File: src/verilog/select_regs_pkg.sv
package select_regs_pkg;
	// Register indices; byte address on APB is four times the index
	localparam logic [7:0] IDX_PORT_ENABLE = 8'h30;
	localparam logic [7:0] IDX_BASE_UPPER = 8'h60;
	localparam logic [7:0] IDX_BASE_LOWER = 8'h61;
	localparam logic [7:0] IDX_CONFIG = 8'hF0;
	localparam logic [7:0] IDX_MANUAL = 8'hF2;
	localparam logic [7:0] IDX_KEY = 8'hF3;
	localparam logic [7:0] IDX_INPUT_STATUS = 8'hF4;

	// Offsets of the runtime registers from the I/O base address
	localparam logic [2:0] OFS_CONFIG = 3'h0;
	localparam logic [2:0] OFS_MANUAL = 3'h2;
	localparam logic [2:0] OFS_KEY = 3'h3;
	localparam logic [2:0] OFS_INPUT_STATUS = 3'h4;
	localparam logic [4:0] RUNTIME_INDEX_TOP = 5'h1E;
	localparam int RUNTIME_OFS_BITS = 3;

	// APB address layout
	localparam int PADDR_W = 20;
	localparam int IO_SPACE_BIT = 19;
	localparam int IDX_LSB = 2;
	localparam int IDX_MSB = 9;
	localparam int IO_ADDR_LSB = 2;
	localparam int IO_ADDR_MSB = 17;
	localparam int CFG_PAD_LSB = 10;
	localparam int CFG_PAD_MSB = 18;

	// Field positions
	localparam int PORT_ENABLE_BIT = 0;
	localparam int WATCHDOG_RESET_OUTPUT_ENABLE_BIT = 7;
	localparam int WD_CLEAR_EN_BIT = 0;
	localparam int MANUAL_MODE_BIT = 7;
	localparam int KEY_OK_BIT = 6;
	localparam int SEL_W = 3;

	// Reset values
	localparam logic RST_PORT_ENABLE = 1'b0;
	localparam logic [7:0] RST_BASE_UPPER = 8'h00;
	localparam logic [7:0] RST_BASE_LOWER = 8'h00;
	localparam logic RST_WD_CLEAR_EN = 1'b1;
	localparam logic RST_MANUAL_MODE = 1'b1;
	localparam logic [2:0] RST_MANUAL_VALUE = 3'h2;
	localparam logic [7:0] RST_KEY_DATA = 8'hF3;

	// Unlock key sequence and relock byte
	localparam logic [7:0] KEY_BYTE0 = 8'h32;
	localparam logic [7:0] KEY_BYTE1 = 8'h5D;
	localparam logic [7:0] KEY_BYTE2 = 8'h42;
	localparam logic [7:0] KEY_BYTE3 = 8'hAC;
	localparam logic [7:0] KEY_RELOCK = 8'h35;

	// Cycles after reset release before the strap level is taken
	localparam logic [1:0] STRAP_SETTLE = 2'h3;

	typedef enum logic [1:0] {
		KEY_IDLE,
		KEY_GOT0,
		KEY_GOT1,
		KEY_GOT2
	} key_state_t;
endpackage
File: src/verilog/bus_select_override.sv
// Decided for this implementation: the APB register port.
`timescale 1ns/1ps
// Operation
// - Port enable bit 0 at index 30h switches the I/O window off or on.
// - Index 60h holds base address upper byte, reset zero.
// - Index 61h holds base address lower byte, reset zero.
// - Runtime registers answer at index and at base plus offset; F0h at 00h.
// - Watchdog reset-output enable resets from strap level sampled after reset.
// - Timeout with that enable set drives watchdog reset low; otherwise stays high.
// - Watchdog clear enable, reset 1, lets timeout restore manual mode; clear blocks it.
// - Manual mode returns to 1 on slot fall, or timeout with clear enable.
// - Manual mode clear copies input to output; set drives manual value.
// - Manual value bits 2-0 drive output in manual mode, reset 2h.
// - Key-accepted bit 6 of manual register is read-only, 1 after unlock.
// - Bytes 32h,5Dh,42h,ACh to key register unlock; 35h while unlocked relocks.
module bus_select_override (
	input wire logic ref_clk,
	input wire logic srst,
	input wire logic psel,
	input wire logic penable,
	input wire logic pwrite,
	input wire logic [select_regs_pkg::PADDR_W-1:0] paddr,
	input wire logic [31:0] pwdata,
	input wire logic [3:0] pstrb,
	output logic [31:0] prdata,
	output logic pready,
	output logic pslverr,
	input wire logic [select_regs_pkg::SEL_W-1:0] speed_select_input,
	input wire logic slot_occupied_n,
	input wire logic serial_request_strap_n,
	input wire logic watchdog_timeout,
	output logic [select_regs_pkg::SEL_W-1:0] speed_select_output,
	output logic watchdog_reset_out_n,
	output logic select_port_enable
);
	// Register state
	logic port_enable_q;
	logic [7:0] base_upper_q;
	logic [7:0] base_lower_q;
	logic watchdog_reset_output_enable_q;
	logic watchdog_reset_output_enable_d;
	logic wd_clear_en_q;
	logic manual_mode_q;
	logic manual_mode_d;
	logic [select_regs_pkg::SEL_W-1:0] manual_value_q;
	logic [7:0] key_data_q;
	logic key_ok_q;
	logic key_ok_d;
	select_regs_pkg::key_state_t key_state_q;
	select_regs_pkg::key_state_t key_state_d;
	logic [1:0] strap_wait_q;
	logic [1:0] strap_wait_d;
	logic [31:0] prdata_q;
	logic prdata_err_q;
	logic [select_regs_pkg::SEL_W-1:0] sel_out_q;
	logic wd_reset_n_q;

	// Synchronised pins
	logic [select_regs_pkg::SEL_W-1:0] sel_in_level;
	logic slot_level;
	logic slot_fall;
	logic strap_level;

	pin_sync #(
		.WIDTH(select_regs_pkg::SEL_W),
		.RESET_VAL('0)
	) u_sel_sync (
		.ref_clk(ref_clk),
		.srst(srst),
		.pin_async(speed_select_input),
		.level(sel_in_level),
		.fall()
	);

	pin_sync #(
		.WIDTH(1),
		.RESET_VAL(1'b1)
	) u_slot_sync (
		.ref_clk(ref_clk),
		.srst(srst),
		.pin_async(slot_occupied_n),
		.level(slot_level),
		.fall(slot_fall)
	);

	pin_sync #(
		.WIDTH(1),
		.RESET_VAL(1'b1)
	) u_strap_sync (
		.ref_clk(ref_clk),
		.srst(srst),
		.pin_async(serial_request_strap_n),
		.level(strap_level),
		.fall()
	);

	// Address decode: config space by index, I/O space by base plus offset
	wire io_space = paddr[select_regs_pkg::IO_SPACE_BIT];
	wire [7:0] cfg_index = paddr[select_regs_pkg::IDX_MSB:select_regs_pkg::IDX_LSB];
	wire cfg_pad_zero = (paddr[select_regs_pkg::CFG_PAD_MSB:select_regs_pkg::CFG_PAD_LSB] == '0);
	wire [15:0] io_addr = paddr[select_regs_pkg::IO_ADDR_MSB:select_regs_pkg::IO_ADDR_LSB];
	wire [15:0] base_addr = {base_upper_q, base_lower_q};
	wire io_base_hit = port_enable_q
		& (io_addr[15:select_regs_pkg::RUNTIME_OFS_BITS] == base_addr[15:select_regs_pkg::RUNTIME_OFS_BITS]);
	wire [2:0] io_offset = io_addr[select_regs_pkg::RUNTIME_OFS_BITS-1:0];
	wire cfg_hit = ~io_space & cfg_pad_zero;
	wire io_hit = io_space & io_base_hit;

	wire sel_port_enable = cfg_hit & (cfg_index == select_regs_pkg::IDX_PORT_ENABLE);
	wire sel_base_upper = cfg_hit & (cfg_index == select_regs_pkg::IDX_BASE_UPPER);
	wire sel_base_lower = cfg_hit & (cfg_index == select_regs_pkg::IDX_BASE_LOWER);
	wire sel_config = (cfg_hit & (cfg_index == select_regs_pkg::IDX_CONFIG))
		| (io_hit & (io_offset == select_regs_pkg::OFS_CONFIG));
	wire sel_manual = (cfg_hit & (cfg_index == select_regs_pkg::IDX_MANUAL))
		| (io_hit & (io_offset == select_regs_pkg::OFS_MANUAL));
	wire sel_key = (cfg_hit & (cfg_index == select_regs_pkg::IDX_KEY))
		| (io_hit & (io_offset == select_regs_pkg::OFS_KEY));
	wire sel_input_status = (cfg_hit & (cfg_index == select_regs_pkg::IDX_INPUT_STATUS))
		| (io_hit & (io_offset == select_regs_pkg::OFS_INPUT_STATUS));
	wire mapped = sel_port_enable | sel_base_upper | sel_base_lower | sel_config
		| sel_manual | sel_key | sel_input_status;

	// APB phases; slave never waits so every access phase completes
	wire setup_phase = psel & ~penable;
	wire access_phase = psel & penable;
	wire byte_write = access_phase & pwrite & pstrb[0] & mapped;
	wire [7:0] wbyte = pwdata[7:0];

	wire wr_port_enable = byte_write & sel_port_enable;
	wire wr_base_upper = byte_write & sel_base_upper;
	wire wr_base_lower = byte_write & sel_base_lower;
	wire wr_config = byte_write & sel_config;
	wire wr_manual = byte_write & sel_manual;
	wire wr_key = byte_write & sel_key;

	// Read values, reserved bits zero
	wire [7:0] rd_port_enable = {7'h00, port_enable_q};
	wire [7:0] rd_config = {watchdog_reset_output_enable_q, 6'h00, wd_clear_en_q};
	wire [7:0] rd_manual = {manual_mode_q, key_ok_q, 3'h0, manual_value_q};
	wire [7:0] rd_input_status = {5'h00, sel_in_level};
	wire [7:0] rd_byte = ({8{sel_port_enable}} & rd_port_enable)
		| ({8{sel_base_upper}} & base_upper_q)
		| ({8{sel_base_lower}} & base_lower_q)
		| ({8{sel_config}} & rd_config)
		| ({8{sel_manual}} & rd_manual)
		| ({8{sel_key}} & key_data_q)
		| ({8{sel_input_status}} & rd_input_status);

	// Watchdog and slot restore of the marked bit
	wire wd_restore = watchdog_timeout & wd_clear_en_q;
	wire restore_manual = slot_fall | wd_restore;
	wire strap_take = (strap_wait_q == 2'h1);

	always_comb begin
		manual_mode_d = manual_mode_q;
		if (restore_manual) begin
			manual_mode_d = select_regs_pkg::RST_MANUAL_MODE;
		end else if (wr_manual) begin
			manual_mode_d = wbyte[select_regs_pkg::MANUAL_MODE_BIT];
		end
	end

	always_comb begin
		watchdog_reset_output_enable_d = watchdog_reset_output_enable_q;
		strap_wait_d = strap_wait_q;
		if (strap_wait_q != 2'h0) begin
			strap_wait_d = strap_wait_q - 2'h1;
		end
		if (strap_take) begin
			watchdog_reset_output_enable_d = strap_level;
		end else if (wr_config) begin
			watchdog_reset_output_enable_d = wbyte[select_regs_pkg::WATCHDOG_RESET_OUTPUT_ENABLE_BIT];
		end
	end

	// Unlock key sequence tracker
	wire key_first = (wbyte == select_regs_pkg::KEY_BYTE0);
	always_comb begin
		key_state_d = key_state_q;
		key_ok_d = key_ok_q;
		if (wr_key) begin
			if (key_ok_q && wbyte == select_regs_pkg::KEY_RELOCK) begin
				key_ok_d = 1'b0;
				key_state_d = select_regs_pkg::KEY_IDLE;
			end else begin
				case (key_state_q)
					select_regs_pkg::KEY_IDLE: begin
						key_state_d = key_first ? select_regs_pkg::KEY_GOT0 : select_regs_pkg::KEY_IDLE;
					end
					select_regs_pkg::KEY_GOT0: begin
						if (wbyte == select_regs_pkg::KEY_BYTE1) begin
							key_state_d = select_regs_pkg::KEY_GOT1;
						end else begin
							key_state_d = key_first ? select_regs_pkg::KEY_GOT0 : select_regs_pkg::KEY_IDLE;
						end
					end
					select_regs_pkg::KEY_GOT1: begin
						if (wbyte == select_regs_pkg::KEY_BYTE2) begin
							key_state_d = select_regs_pkg::KEY_GOT2;
						end else begin
							key_state_d = key_first ? select_regs_pkg::KEY_GOT0 : select_regs_pkg::KEY_IDLE;
						end
					end
					select_regs_pkg::KEY_GOT2: begin
						if (wbyte == select_regs_pkg::KEY_BYTE3) begin
							key_ok_d = 1'b1;
							key_state_d = select_regs_pkg::KEY_IDLE;
						end else begin
							key_state_d = key_first ? select_regs_pkg::KEY_GOT0 : select_regs_pkg::KEY_IDLE;
						end
					end
					default: begin
						key_state_d = select_regs_pkg::KEY_IDLE;
					end
				endcase
			end
		end
	end

	// Output selection: bypass input or manual value
	wire [select_regs_pkg::SEL_W-1:0] sel_out_d = manual_mode_q ? manual_value_q : sel_in_level;
	wire wd_fire = watchdog_timeout & watchdog_reset_output_enable_q;

	always_ff @(posedge ref_clk) begin
		if (srst) begin
			port_enable_q <= select_regs_pkg::RST_PORT_ENABLE;
		end else if (wr_port_enable) begin
			port_enable_q <= wbyte[select_regs_pkg::PORT_ENABLE_BIT];
		end
	end

	always_ff @(posedge ref_clk) begin
		if (srst) begin
			base_upper_q <= select_regs_pkg::RST_BASE_UPPER;
			base_lower_q <= select_regs_pkg::RST_BASE_LOWER;
		end else begin
			if (wr_base_upper) begin
				base_upper_q <= wbyte;
			end
			if (wr_base_lower) begin
				base_lower_q <= wbyte;
			end
		end
	end

	always_ff @(posedge ref_clk) begin
		if (srst) begin
			watchdog_reset_output_enable_q <= 1'b0;
			strap_wait_q <= select_regs_pkg::STRAP_SETTLE;
			wd_clear_en_q <= select_regs_pkg::RST_WD_CLEAR_EN;
		end else begin
			watchdog_reset_output_enable_q <= watchdog_reset_output_enable_d;
			strap_wait_q <= strap_wait_d;
			if (wr_config) begin
				wd_clear_en_q <= wbyte[select_regs_pkg::WD_CLEAR_EN_BIT];
			end
		end
	end

	always_ff @(posedge ref_clk) begin
		if (srst) begin
			manual_mode_q <= select_regs_pkg::RST_MANUAL_MODE;
			manual_value_q <= select_regs_pkg::RST_MANUAL_VALUE;
		end else begin
			manual_mode_q <= manual_mode_d;
			if (wr_manual) begin
				manual_value_q <= wbyte[select_regs_pkg::SEL_W-1:0];
			end
		end
	end

	always_ff @(posedge ref_clk) begin
		if (srst) begin
			key_data_q <= select_regs_pkg::RST_KEY_DATA;
			key_ok_q <= 1'b0;
			key_state_q <= select_regs_pkg::KEY_IDLE;
		end else begin
			key_ok_q <= key_ok_d;
			key_state_q <= key_state_d;
			if (wr_key) begin
				key_data_q <= wbyte;
			end
		end
	end

	always_ff @(posedge ref_clk) begin
		if (srst) begin
			sel_out_q <= select_regs_pkg::RST_MANUAL_VALUE;
			wd_reset_n_q <= 1'b1;
		end else begin
			sel_out_q <= sel_out_d;
			wd_reset_n_q <= ~wd_fire;
		end
	end

	// Read data captured in the setup cycle, presented in the access cycle
	always_ff @(posedge ref_clk) begin
		if (srst) begin
			prdata_q <= 32'h0000_0000;
			prdata_err_q <= 1'b0;
		end else if (setup_phase) begin
			prdata_q <= {24'h00_0000, rd_byte};
			prdata_err_q <= ~mapped;
		end
	end

	assign prdata = prdata_q;
	assign pready = 1'b1;
	assign pslverr = access_phase & prdata_err_q;
	assign speed_select_output = sel_out_q;
	assign watchdog_reset_out_n = wd_reset_n_q;
	assign select_port_enable = port_enable_q;
endmodule // bus_select_override

File: src/verilog/pin_sync.sv
`timescale 1ns/1ps
module pin_sync #(
	parameter int WIDTH = 1,
	parameter logic [WIDTH-1:0] RESET_VAL = '0
) (
	input wire logic ref_clk,
	input wire logic srst,
	input wire logic [WIDTH-1:0] pin_async,
	output logic [WIDTH-1:0] level,
	output logic [WIDTH-1:0] fall
);
	logic [WIDTH-1:0] meta_q;
	logic [WIDTH-1:0] sync2_q;
	logic [WIDTH-1:0] sync3_q;
	logic [WIDTH-1:0] level_q;
	logic [WIDTH-1:0] fall_q;
	wire [WIDTH-1:0] agree = ~(sync2_q ^ sync3_q);
	wire [WIDTH-1:0] level_d = (agree & sync3_q) | (~agree & level_q);

	// Sampling chain free-runs so the pin is settled at reset release
	always_ff @(posedge ref_clk) begin
		meta_q <= pin_async;
		sync2_q <= meta_q;
		sync3_q <= sync2_q;
	end

	always_ff @(posedge ref_clk) begin
		if (srst) begin
			level_q <= RESET_VAL;
			fall_q <= '0;
		end else begin
			level_q <= level_d;
			fall_q <= level_q & ~level_d;
		end
	end

	assign level = level_q;
	assign fall = fall_q;
endmodule // pin_sync

File: config.mk
export PLATFORM = sky130hd
export DESIGN_NAME = bus_select_override
export DESIGN_NICKNAME = d
export VERILOG_FILES = /design/src/verilog/select_regs_pkg.sv /design/src/verilog/bus_select_override.sv /design/src/verilog/pin_sync.sv
export SDC_FILE = /design/constraint.sdc
export NUM_CORES = 1
export LEC_CHECK = 0
export BUFFER_PORTS_ARGS = -buffer_cell sky130_fd_sc_hd__buf_2
export CORE_MARGIN = 3
export CORE_UTILIZATION = 45
export CTS_BUF_LIST = sky130_fd_sc_hd__clkbuf_16
export CTS_CLUSTER_DIAMETER = 200
export DETAILED_ROUTE_END_ITERATION = 16
export PLACE_DENSITY_LB_ADDON = 0.08
export SYNTH_ARGS = -nofsm -noshare
export SYNTH_HDL_FRONTEND = slang
export SYNTH_SLANG_ARGS = --single-unit
File: constraint.sdc
create_clock -name ref_clk -period 3.05 [get_ports ref_clk]
set_input_delay 0.915 -clock ref_clk [delete_from_list [all_inputs] [get_ports ref_clk]]
set_output_delay 0.915 -clock ref_clk [all_outputs]
set_load 0.05 [all_outputs]
Word level (Yosys, flattened, before mapping):

Index checks and enable logic that the tools add are counted.

* add/subtract/negate cells: 1
* multipliers: 0
* div/mod/pow operators: 0
* magnitude comparators: 0
* eq/ne operators: 20
* shifts and indexed selects: 0
* mux-type cells: 12
* bitwise logic cells: 74
* reduce and logical (&&, ||, !) cells: 10

Operator list (number)
* $or 8x8->8: 6
* $and 8x8->8: 5
* $eq 8x8->1 const B: 5
* $and 1x1->1: 33
* $eq 8x7->1 const B: 4
* $eq 8x6->1 const B: 3
* $eq 13x13->1: 1
* $or 1x1->1: 13
* $logic_not 9->1: 1
* $and 8x1->8: 1
* $and 8x3->8: 1
* $pmux 2 s4: 1
* $reduce_bool 2->1: 4
* $mux 1: 7
* $not 1->1: 7
* $and 3x3->3: 2
* $eq 3x2->1 const B: 2
* $mux 2: 3
* $not 3->3: 2
* $eq 2x1->1 const B: 2
* $eq 2x2->1 const B: 2
* $eq 3x3->1 const B: 1
* $logic_not 3->1: 1
* $mux 3: 1
* 8 further kinds: 9

* flip-flop bits (word level): 70
* bits in latches: 0
* RAM bits: 0
* memory bits (read-only): 0
* input port bits: 67
* output and inout port bits: 39
* logic and storage cells: 145
* memories: 0

Logic depth before layout (Yosys ltp):

Gate-level depths: netlist (run 1).

* depth in word-level cells: 13
* mapped depth: 9

Cells and area by module:

Synthesis (run 1) repeated with hierarchy kept, for this count alone.

* cells, all modules: 383
* area total of the unflattened synthesis: 3658.5 sq um

By module, submodules not included
* bus_select_override: instances 1, cells each 338, area each 3009.1 sq um
* pin_sync at u_sel_sync: instances 1, cells each 27, area each 386.6 sq um
* pin_sync at u_slot_sync ...: instances 2, cells each 9, area each 131.4 sq um

Least setup slack after synthesis (run 1):

Ideal clock, no wire load.

* path type: input -> register
* start: in paddr[4] (netlist bit)
* end: reg base_upper_q[0]
* setup time: 128 ps
* arrival time: 2394 ps
* required time: 2922 ps
* setup slack: 529 ps
* stages on the path: 8
* path buffers: 3
* path through: clkbuf_1 -> nor4b_1 -> nand4_1 -> or3_1 -> clkbuf_1 -> clkbuf_1 -> mux2i_1 -> nor2_1

* cells in the longest elaborated chain, start to end: 10
* elaborated cells between the ends (all ways): 34

RTL lines
* start, declared: RTL line bus_select_override.sv:22 `input wire logic [select_regs_pkg::PADDR_W-1:0] paddr,`
* $eq 8x6->1 / $eq 8x7->1 (equally long branches): RTL line bus_select_override.sv:109, bus_select_override.sv:110
* $and 1x1->1, on equally long branches: RTL line bus_select_override.sv:109, bus_select_override.sv:110
* $or 1x1->1 (3 in series): RTL line bus_select_override.sv:120 `wire mapped = sel_port_enable | sel_base_upper | sel_base_lower | sel_config`
* $or 1x1->1 (3 in series): RTL line bus_select_override.sv:121 `| sel_manual | sel_key | sel_input_status;`
* $and 1x1->1: RTL line bus_select_override.sv:126 `wire byte_write = access_phase & pwrite & pstrb[0] & mapped;`
* $and 1x1->1 *: RTL line bus_select_override.sv:130 `wire wr_base_upper = byte_write & sel_base_upper;`
* end signal, assigned: RTL line bus_select_override.sv:234 `base_upper_q <= select_regs_pkg::RST_BASE_UPPER;`
* end signal, assigned: RTL line bus_select_override.sv:238 `base_upper_q <= wbyte;`
* end, declared: RTL line bus_select_override.sv:38 `logic [7:0] base_upper_q;`

Every way passes the cells marked *; elsewhere a longest branch is shown, timed or not.
A chain may end at the register's enable or synchronous reset.

Worst setup path after layout (run 1):

* start: in paddr[9] (netlist bit)
* end: reg key_state_q[1]

* cells in the longest elaborated chain, start to end: 11
* elaborated cells between the ends (all ways): 33

RTL lines
* $eq 13x13->1: RTL line bus_select_override.sv:104 `& (io_addr[15:select_regs_pkg::RUNTIME_OFS_BITS] == base_addr[15:select_regs_pkg::RUNTIME_OFS_BITS]);`
* $and 1x1->1: RTL line bus_select_override.sv:104
* $and 1x1->1: RTL line bus_select_override.sv:107 `wire io_hit = io_space & io_base_hit;`
* $and 1x1->1: RTL line bus_select_override.sv:113 `| (io_hit & (io_offset == select_regs_pkg::OFS_CONFIG));`
* $or 1x1->1: RTL line bus_select_override.sv:113
* $or 1x1->1: RTL line bus_select_override.sv:120
* $or 1x1->1 (3 in series): RTL line bus_select_override.sv:121
* $and 1x1->1: RTL line bus_select_override.sv:126
* $and 1x1->1 *: RTL line bus_select_override.sv:134 `wire wr_key = byte_write & sel_key;`
* end signal, assigned: RTL line bus_select_override.sv:276 `key_state_q <= select_regs_pkg::KEY_IDLE;`
* end signal, assigned: RTL line bus_select_override.sv:279 `key_state_q <= key_state_d;`
* end, declared: RTL line bus_select_override.sv:49 `select_regs_pkg::key_state_t key_state_q;`

Marks and branches as above.

==> impl_metrics.json, run 1 <==
{
  "worst-path-buf-inv": 1,
  "finalSetupViolations": 0,
  "io_pins": 106,
  "grt_max_degree": 30,
  "vdd_drop_max_mv": 0.339,
  "slew_viol_final": 0,
  "initial_core_util_pct": 47.2,
  "drt_pass1_iterations": 5,
  "ctsResizeCount": 0,
  "cts_hold_buf": 0,
  "critical_path.cell_chain": "buf_2 -> xor2_1 -> nor4_1 -> and4_2 -> o2111ai_4 -> or4_1 -> a21oi_1",
  "postRouteAntennaNets": 0,
  "hpwl_um": 5790,
  "die_h_um": 91.1,
  "ys_types": 48,
  "critPathArrivalTime_ns": 2.74,
  "numPortBuffers": 51,
  "powerDensity_nw_per_um2": 591,
  "synth_cells": 371,
  "grt_pass1_wl_um": 12700,
  "avgSynthCellArea_um2": 8.78,
  "crit_slowest_cell": "or4_1",
  "gp_congestion": 0.804,
  "drt-total-wl_um": 7900,
  "num_vias": 2712,
  "drc": 0,
  "min_path_type": "flip-flop to flip-flop",
  "wl_per_cell_um": 15.2,
  "drive_above_1_share_pct": 22.1,
  "crit_fanout": 8,
  "critical_path.max_stage_delay_ns": 0.55,
  "tritoncts": "yes",
  "core_area_um2": 6910,
  "diodes": 0,
  "hold_violations": 0,
  "fmax_ghz": 0.402,
  "grt_overflow_total": 0,
  "first_global_vias": 2514,
  "endpoint_kind": "flip-flop",
  "numCtsBuffers": 9,
  "stdcell_area_um2": 3820,
  "final_nets": 489,
  "status": "complete, no violations",
  "mostFrequentLayoutCell": "dfxtp_1",
  "rsz0062_at_grt": "false",
  "ys.flop_type": "dfxtp_1",
  "clock-sinks": 70,
  "final_cell_mix": "70 x dfxtp_1, 51 x buf_2, 38 x nor2_1, 37 x nand2_1, 27 x a21oi_1",
  "relSlewSlack_pct": 58.2,
  "fp.dieW_um": 91.1,
  "fin_tns_setup_ns": 0,
  "yosys_warnings": 0,
  "fin_skew_ns": 0.00757,
  "design.die.area_um2": 8290,
  "holdWs_ns": 0.326,
  "cpLargestDelayFamily": "simple AND/OR/NAND/NOR gates",
  "cts_max_level": 3,
  "row_count": 30,
  "worst_skew_pair.late_latency_ns": 0.33,
  "synth_enable_flop_cells": 0,
  "cts.reportedPaths.clkPinSlew_ns": 0.06,
  "postCtsSetupBuffers": 0,
  "viasPerCell": 5.21,
  "cts-root-buf": "clkbuf_16",
  "leakage_nw": 1.71,
  "grtUsageTotal_pct": 19.4,
  "num-fill-cells": 669,
  "ctsLongestPathBuffers": 2,
  "async_reset_ff_share_pct": 0,
  "placed_area_um2": 3520,
  "syn_to_final_growth_pct": 17.2,
  "fin_crit_sh_pct": 81.6,
  "maxCapViolations": 0,
  "antenna_found_initial": 0,
  "synth-seq-cells": 70,
  "drt_iter0_drc": 124,
  "tightestPinTransition_ns": 0.624,
  "timing.final.crit_period_ns": 2.49,
  "syn_area_um2": 3260,
  "synth.yosys.seq_area_share_pct": 43.0,
  "r2r_setup_slack_ns": 0.92,
  "critPathKind": "primary input to flip-flop",
  "cp-start-kind": "primary input",
  "critPathRequiredTime_ns": 3.31
}
[worst reg2reg max path: stages, from the launching register on]
cell and delay, ns:
dfxtp_1 0.33, xor2_1 0.16, nor4_1 0.31, and4_2 0.34, o2111ai_4 0.22, or4_1 0.55
a21oi_1 0.14
[cells in the mapped netlist (all sizes together) (7+ instances only)]
library cell	number	area (um2)
nor2	39	154
nand2	39	151
o21ai	14	70.1
nor4	8	80.1
inv	9	33.8
nand3	15	75.1
a211oi	8	60.1
nor3	7	46.3
dfxtp	70	1400
a21oi	27	135
clkbuf	18	67.6
xor2	13	114
buf	29	214
mux2i	16	160
[metal layers]
| metal | track usage, % | routed length [um] | part of all wire (%) |
|---|---|---|---|
| met1 | 26.7 | 3710 | 47 |
| met3 | 3.89 | 535 | 6.8 |
| met4 | 7.29 | 109 | 1.4 |
| met2 | 30.0 | 3550 | 45 |
| met5 | 0 | 0 | 0 |
[power breakdown]
group	switching, W	internal, W	total, W
Combinational	0.000187	0.0000705	0.000258
Clock	0.000399	0.000635	0.00103
Sequential	0.0000169	0.000946	0.000963
[metrics by stage]
step / total power [W] / setup WS (ns) / cells / utilization [%]
after floorplan: 0.00119 / 0.529 / 394 / -
after global placement: 0.00124 / 0.254 / 505 / 51.0
after detailed placement: 0.00124 / 0.255 / 505 / 51.0
after CTS: 0.00228 / 0.587 / 521 / 55.3
after global routing: 0.00234 / 0.490 / 521 / 55.3
final: 0.00225 / 0.562 / 521 / 55.3
[sequential cells by signal (all words and copies together), names as in the netlist, 2 cells and up, named ones only]
register,cells
base_lower_q,8
base_upper_q,8
key_data_q,8
prdata,8
manual_value_q,3
speed_select_output,3
u_sel_sync.meta_q,3
u_sel_sync.sync2_q,3
u_sel_sync.sync3_q,3
key_state_q,2
strap_wait_q,2
[final cells by class]
type                    instances  area [um2]  area share, %
repair buffers                 62         338           8.85
well taps                      96         120           3.15
inverters                       9        33.8          0.885
flip-flops and latches         70        1400           36.7
multi-input cells             268        1630           42.6
clock inverters                 7        72.6           1.90
clock buffers                   9         225           5.90
[cells by family (layout without fill, tap and decap cells)]
group	Yosys count	after routing	synth area share, %
compound gates	71	71	14.1
simple gates	135	135	21.7
other cells	2	25	0.231
mux	21	21	6.65
buf+inv	56	87	9.68
fa+ha+maj	2	2	0.768
xor+xnor	14	14	3.76
flops	70	70	43.0
[final timing paths]
check,startpoint,endpoint,cells past startpoint
worst max-delay path,paddr[9],key_state_q[1]$_SDFFE_PP0P_,7
worst min-delay path,u_sel_sync.meta_q[0]$_DFF_P_,u_sel_sync.sync2_q[0]$_DFF_P_,0
worst max register to register,base_upper_q[0]$_SDFFE_PP0P_,key_state_q[1]$_SDFFE_PP0P_,6
worst min register to register,u_sel_sync.meta_q[0]$_DFF_P_,u_sel_sync.sync2_q[0]$_DFF_P_,0
No activity file was read; power rests on OpenSTA's default activity.
==> inputs of run 2 (changes only) <==
- clock period: 3.05 -> 2.43 ns (I/O delays scaled with it)
==> run 2 against run 1 <==
Against the previous run: wire length rose by 2.9%; combinational power is 29% higher; largest power group unchanged; register-to-register slack worse by 0.54 ns; critical endpoint unchanged; critical path type unchanged.
==> impl_metrics.json, run 2 (synthesis results as in run 1) <==
{
  "viasPerCell": 5.22,
  "min_path_type": "flip-flop to flip-flop",
  "grt_max_degree": 31,
  "relSlewSlack_pct": 60.0,
  "status": "complete, no violations",
  "gp_congestion": 0.881,
  "cts.reportedPaths.clkPinSlew_ns": 0.06,
  "wl_per_cell_um": 15.2,
  "drc": 0,
  "critical_path.max_stage_delay_ns": 0.55,
  "diodes": 0,
  "drt_pass1_iterations": 5,
  "drive_above_1_share_pct": 24.8,
  "row_count": 30,
  "powerDensity_nw_per_um2": 719,
  "multi_input_area_um2": 1630,
  "maxCapViolations": 0,
  "grtUsageTotal_pct": 19.8,
  "rsz0062_at_grt": "false",
  "ctsResizeCount": 0,
  "fmax_ghz": 0.452,
  "postRouteAntennaNets": 0,
  "cts-root-buf": "clkbuf_16",
  "grt_overflow_total": 0,
  "critPathArrivalTime_ns": 2.47,
  "placed_area_um2": 3630,
  "mostFrequentLayoutCell": "dfxtp_1",
  "num-fill-cells": 637,
  "first_global_vias": 2640,
  "ctsLongestPathBuffers": 2,
  "final_nets": 504,
  "num_vias": 2799,
  "grt_pass1_wl_um": 13000,
  "design.die.area_um2": 8290,
  "worst_skew_pair.late_latency_ns": 0.32,
  "vdd_drop_max_mv": 0.327,
  "cpLargestDelayFamily": "simple AND/OR/NAND/NOR gates",
  "cp-start-kind": "primary input",
  "total_power_w": 0.00283,
  "crit_slowest_cell": "or4_1",
  "drt-total-wl_um": 8120,
  "finalSetupViolations": 0,
  "numPortBuffers": 51,
  "hpwl_um": 5920,
  "core_area_um2": 6910,
  "worst-path-buf-inv": 1,
  "clock-sinks": 70,
  "hold_violations": 0,
  "cts_max_level": 3,
  "holdWs_ns": 0.328,
  "critPathKind": "primary input to flip-flop",
  "die_h_um": 91.1,
  "io_pins": 106,
  "tritoncts": "yes",
  "fp.dieW_um": 91.1,
  "slew_viol_final": 0,
  "numCtsBuffers": 9,
  "crit_fanout": 4,
  "critPathRequiredTime_ns": 2.68,
  "ff_latch_area_um2": 1400,
  "endpoint_kind": "flip-flop",
  "postCtsSetupBuffers": 0,
  "critical_path.cell_chain": "buf_2 -> xor2_1 -> nor4_1 -> and4_2 -> o2111ai_4 -> or4_1 -> a21oi_1",
  "fin_tns_setup_ns": 0,
  "leakage_nw": 1.78,
  "timing.final.crit_period_ns": 2.21,
  "antenna_found_initial": 0,
  "initial_core_util_pct": 47.2,
  "fin_skew_ns": 0.00528,
  "drt_iter0_drc": 162,
  "fin_crit_sh_pct": 91.0,
  "stdcell_area_um2": 3930,
  "tightestPinTransition_ns": 0.598,
  "cts_hold_buf": 0,
  "final_cell_mix": "70 x dfxtp_1, 51 x buf_2, 38 x nor2_1, 37 x nand2_1, 27 x a21oi_1",
  "syn_to_final_growth_pct": 20.7
}
run 2: metrics by stage:
stage | setup WS, ns | util [%] | std cells
global route | 0.0731 | 56.9 | 536
global placement | -0.101 | 52.6 | 520
finish | 0.218 | 56.9 | 536
detailed placement | -0.102 | 52.6 | 520
CTS | 0.227 | 56.9 | 536
floorplan | 0.0949 | - | 394
run 2: worst paths after layout:
check,slack [ns],start,depth (start not counted),end
worst max-delay path,0.22,paddr[10],7,key_state_q[1]$_SDFFE_PP0P_
worst min-delay path,0.33,u_slot_sync.meta_q$_DFF_P_,0,u_slot_sync.sync2_q$_DFF_P_
worst max register to register,0.38,base_lower_q[6]$_SDFFE_PP0P_,6,key_state_q[1]$_SDFFE_PP0P_
worst min register to register,0.33,u_slot_sync.meta_q$_DFF_P_,0,u_slot_sync.sync2_q$_DFF_P_
run 2: area by class of cell:
| type | count | share of cell area, % |
|---|---|---|
| clock buffers | 9 | 5.73 |
| clock inverters | 7 | 1.88 |
| repair buffers | 77 | 11.5 |
| multi-input cells | 268 | 41.4 |
| well taps | 96 | 3.06 |
| inverters | 9 | 0.859 |
| flip-flops and latches | 70 | 35.6 |
run 2: layer usage:
layer | wire [um] | vias to the layer above | GRT usage (%)
met3 | 557 | 9 | 3.48
met5 | 0 | - | 0
met4 | 77 | 0 | 7.54
li1 | - | 1388 | -
met2 | 3660 | 123 | 31.3
met1 | 3830 | 1279 | 26.9
run 2: where the power goes:
group / switching, W / internal (W) / leakage (nW) / total, W
Clock: 0.000490 / 0.000795 / 0.139 / 0.00129
Combinational: 0.000240 / 0.0000936 / 1.06 / 0.000333
Sequential: 0.0000205 / 0.00119 / 0.573 / 0.00121
Total: 0.000750 / 0.00208 / 1.78 / 0.00283
run 2: worst register-to-register path, stage by stage (launching register included):
cell	delay [ns]
dfxtp_1	0.35
xor2_1	0.17
nor4_1	0.26
and4_2	0.33
o2111ai_4	0.17
or4_1	0.56
a21oi_1	0.16
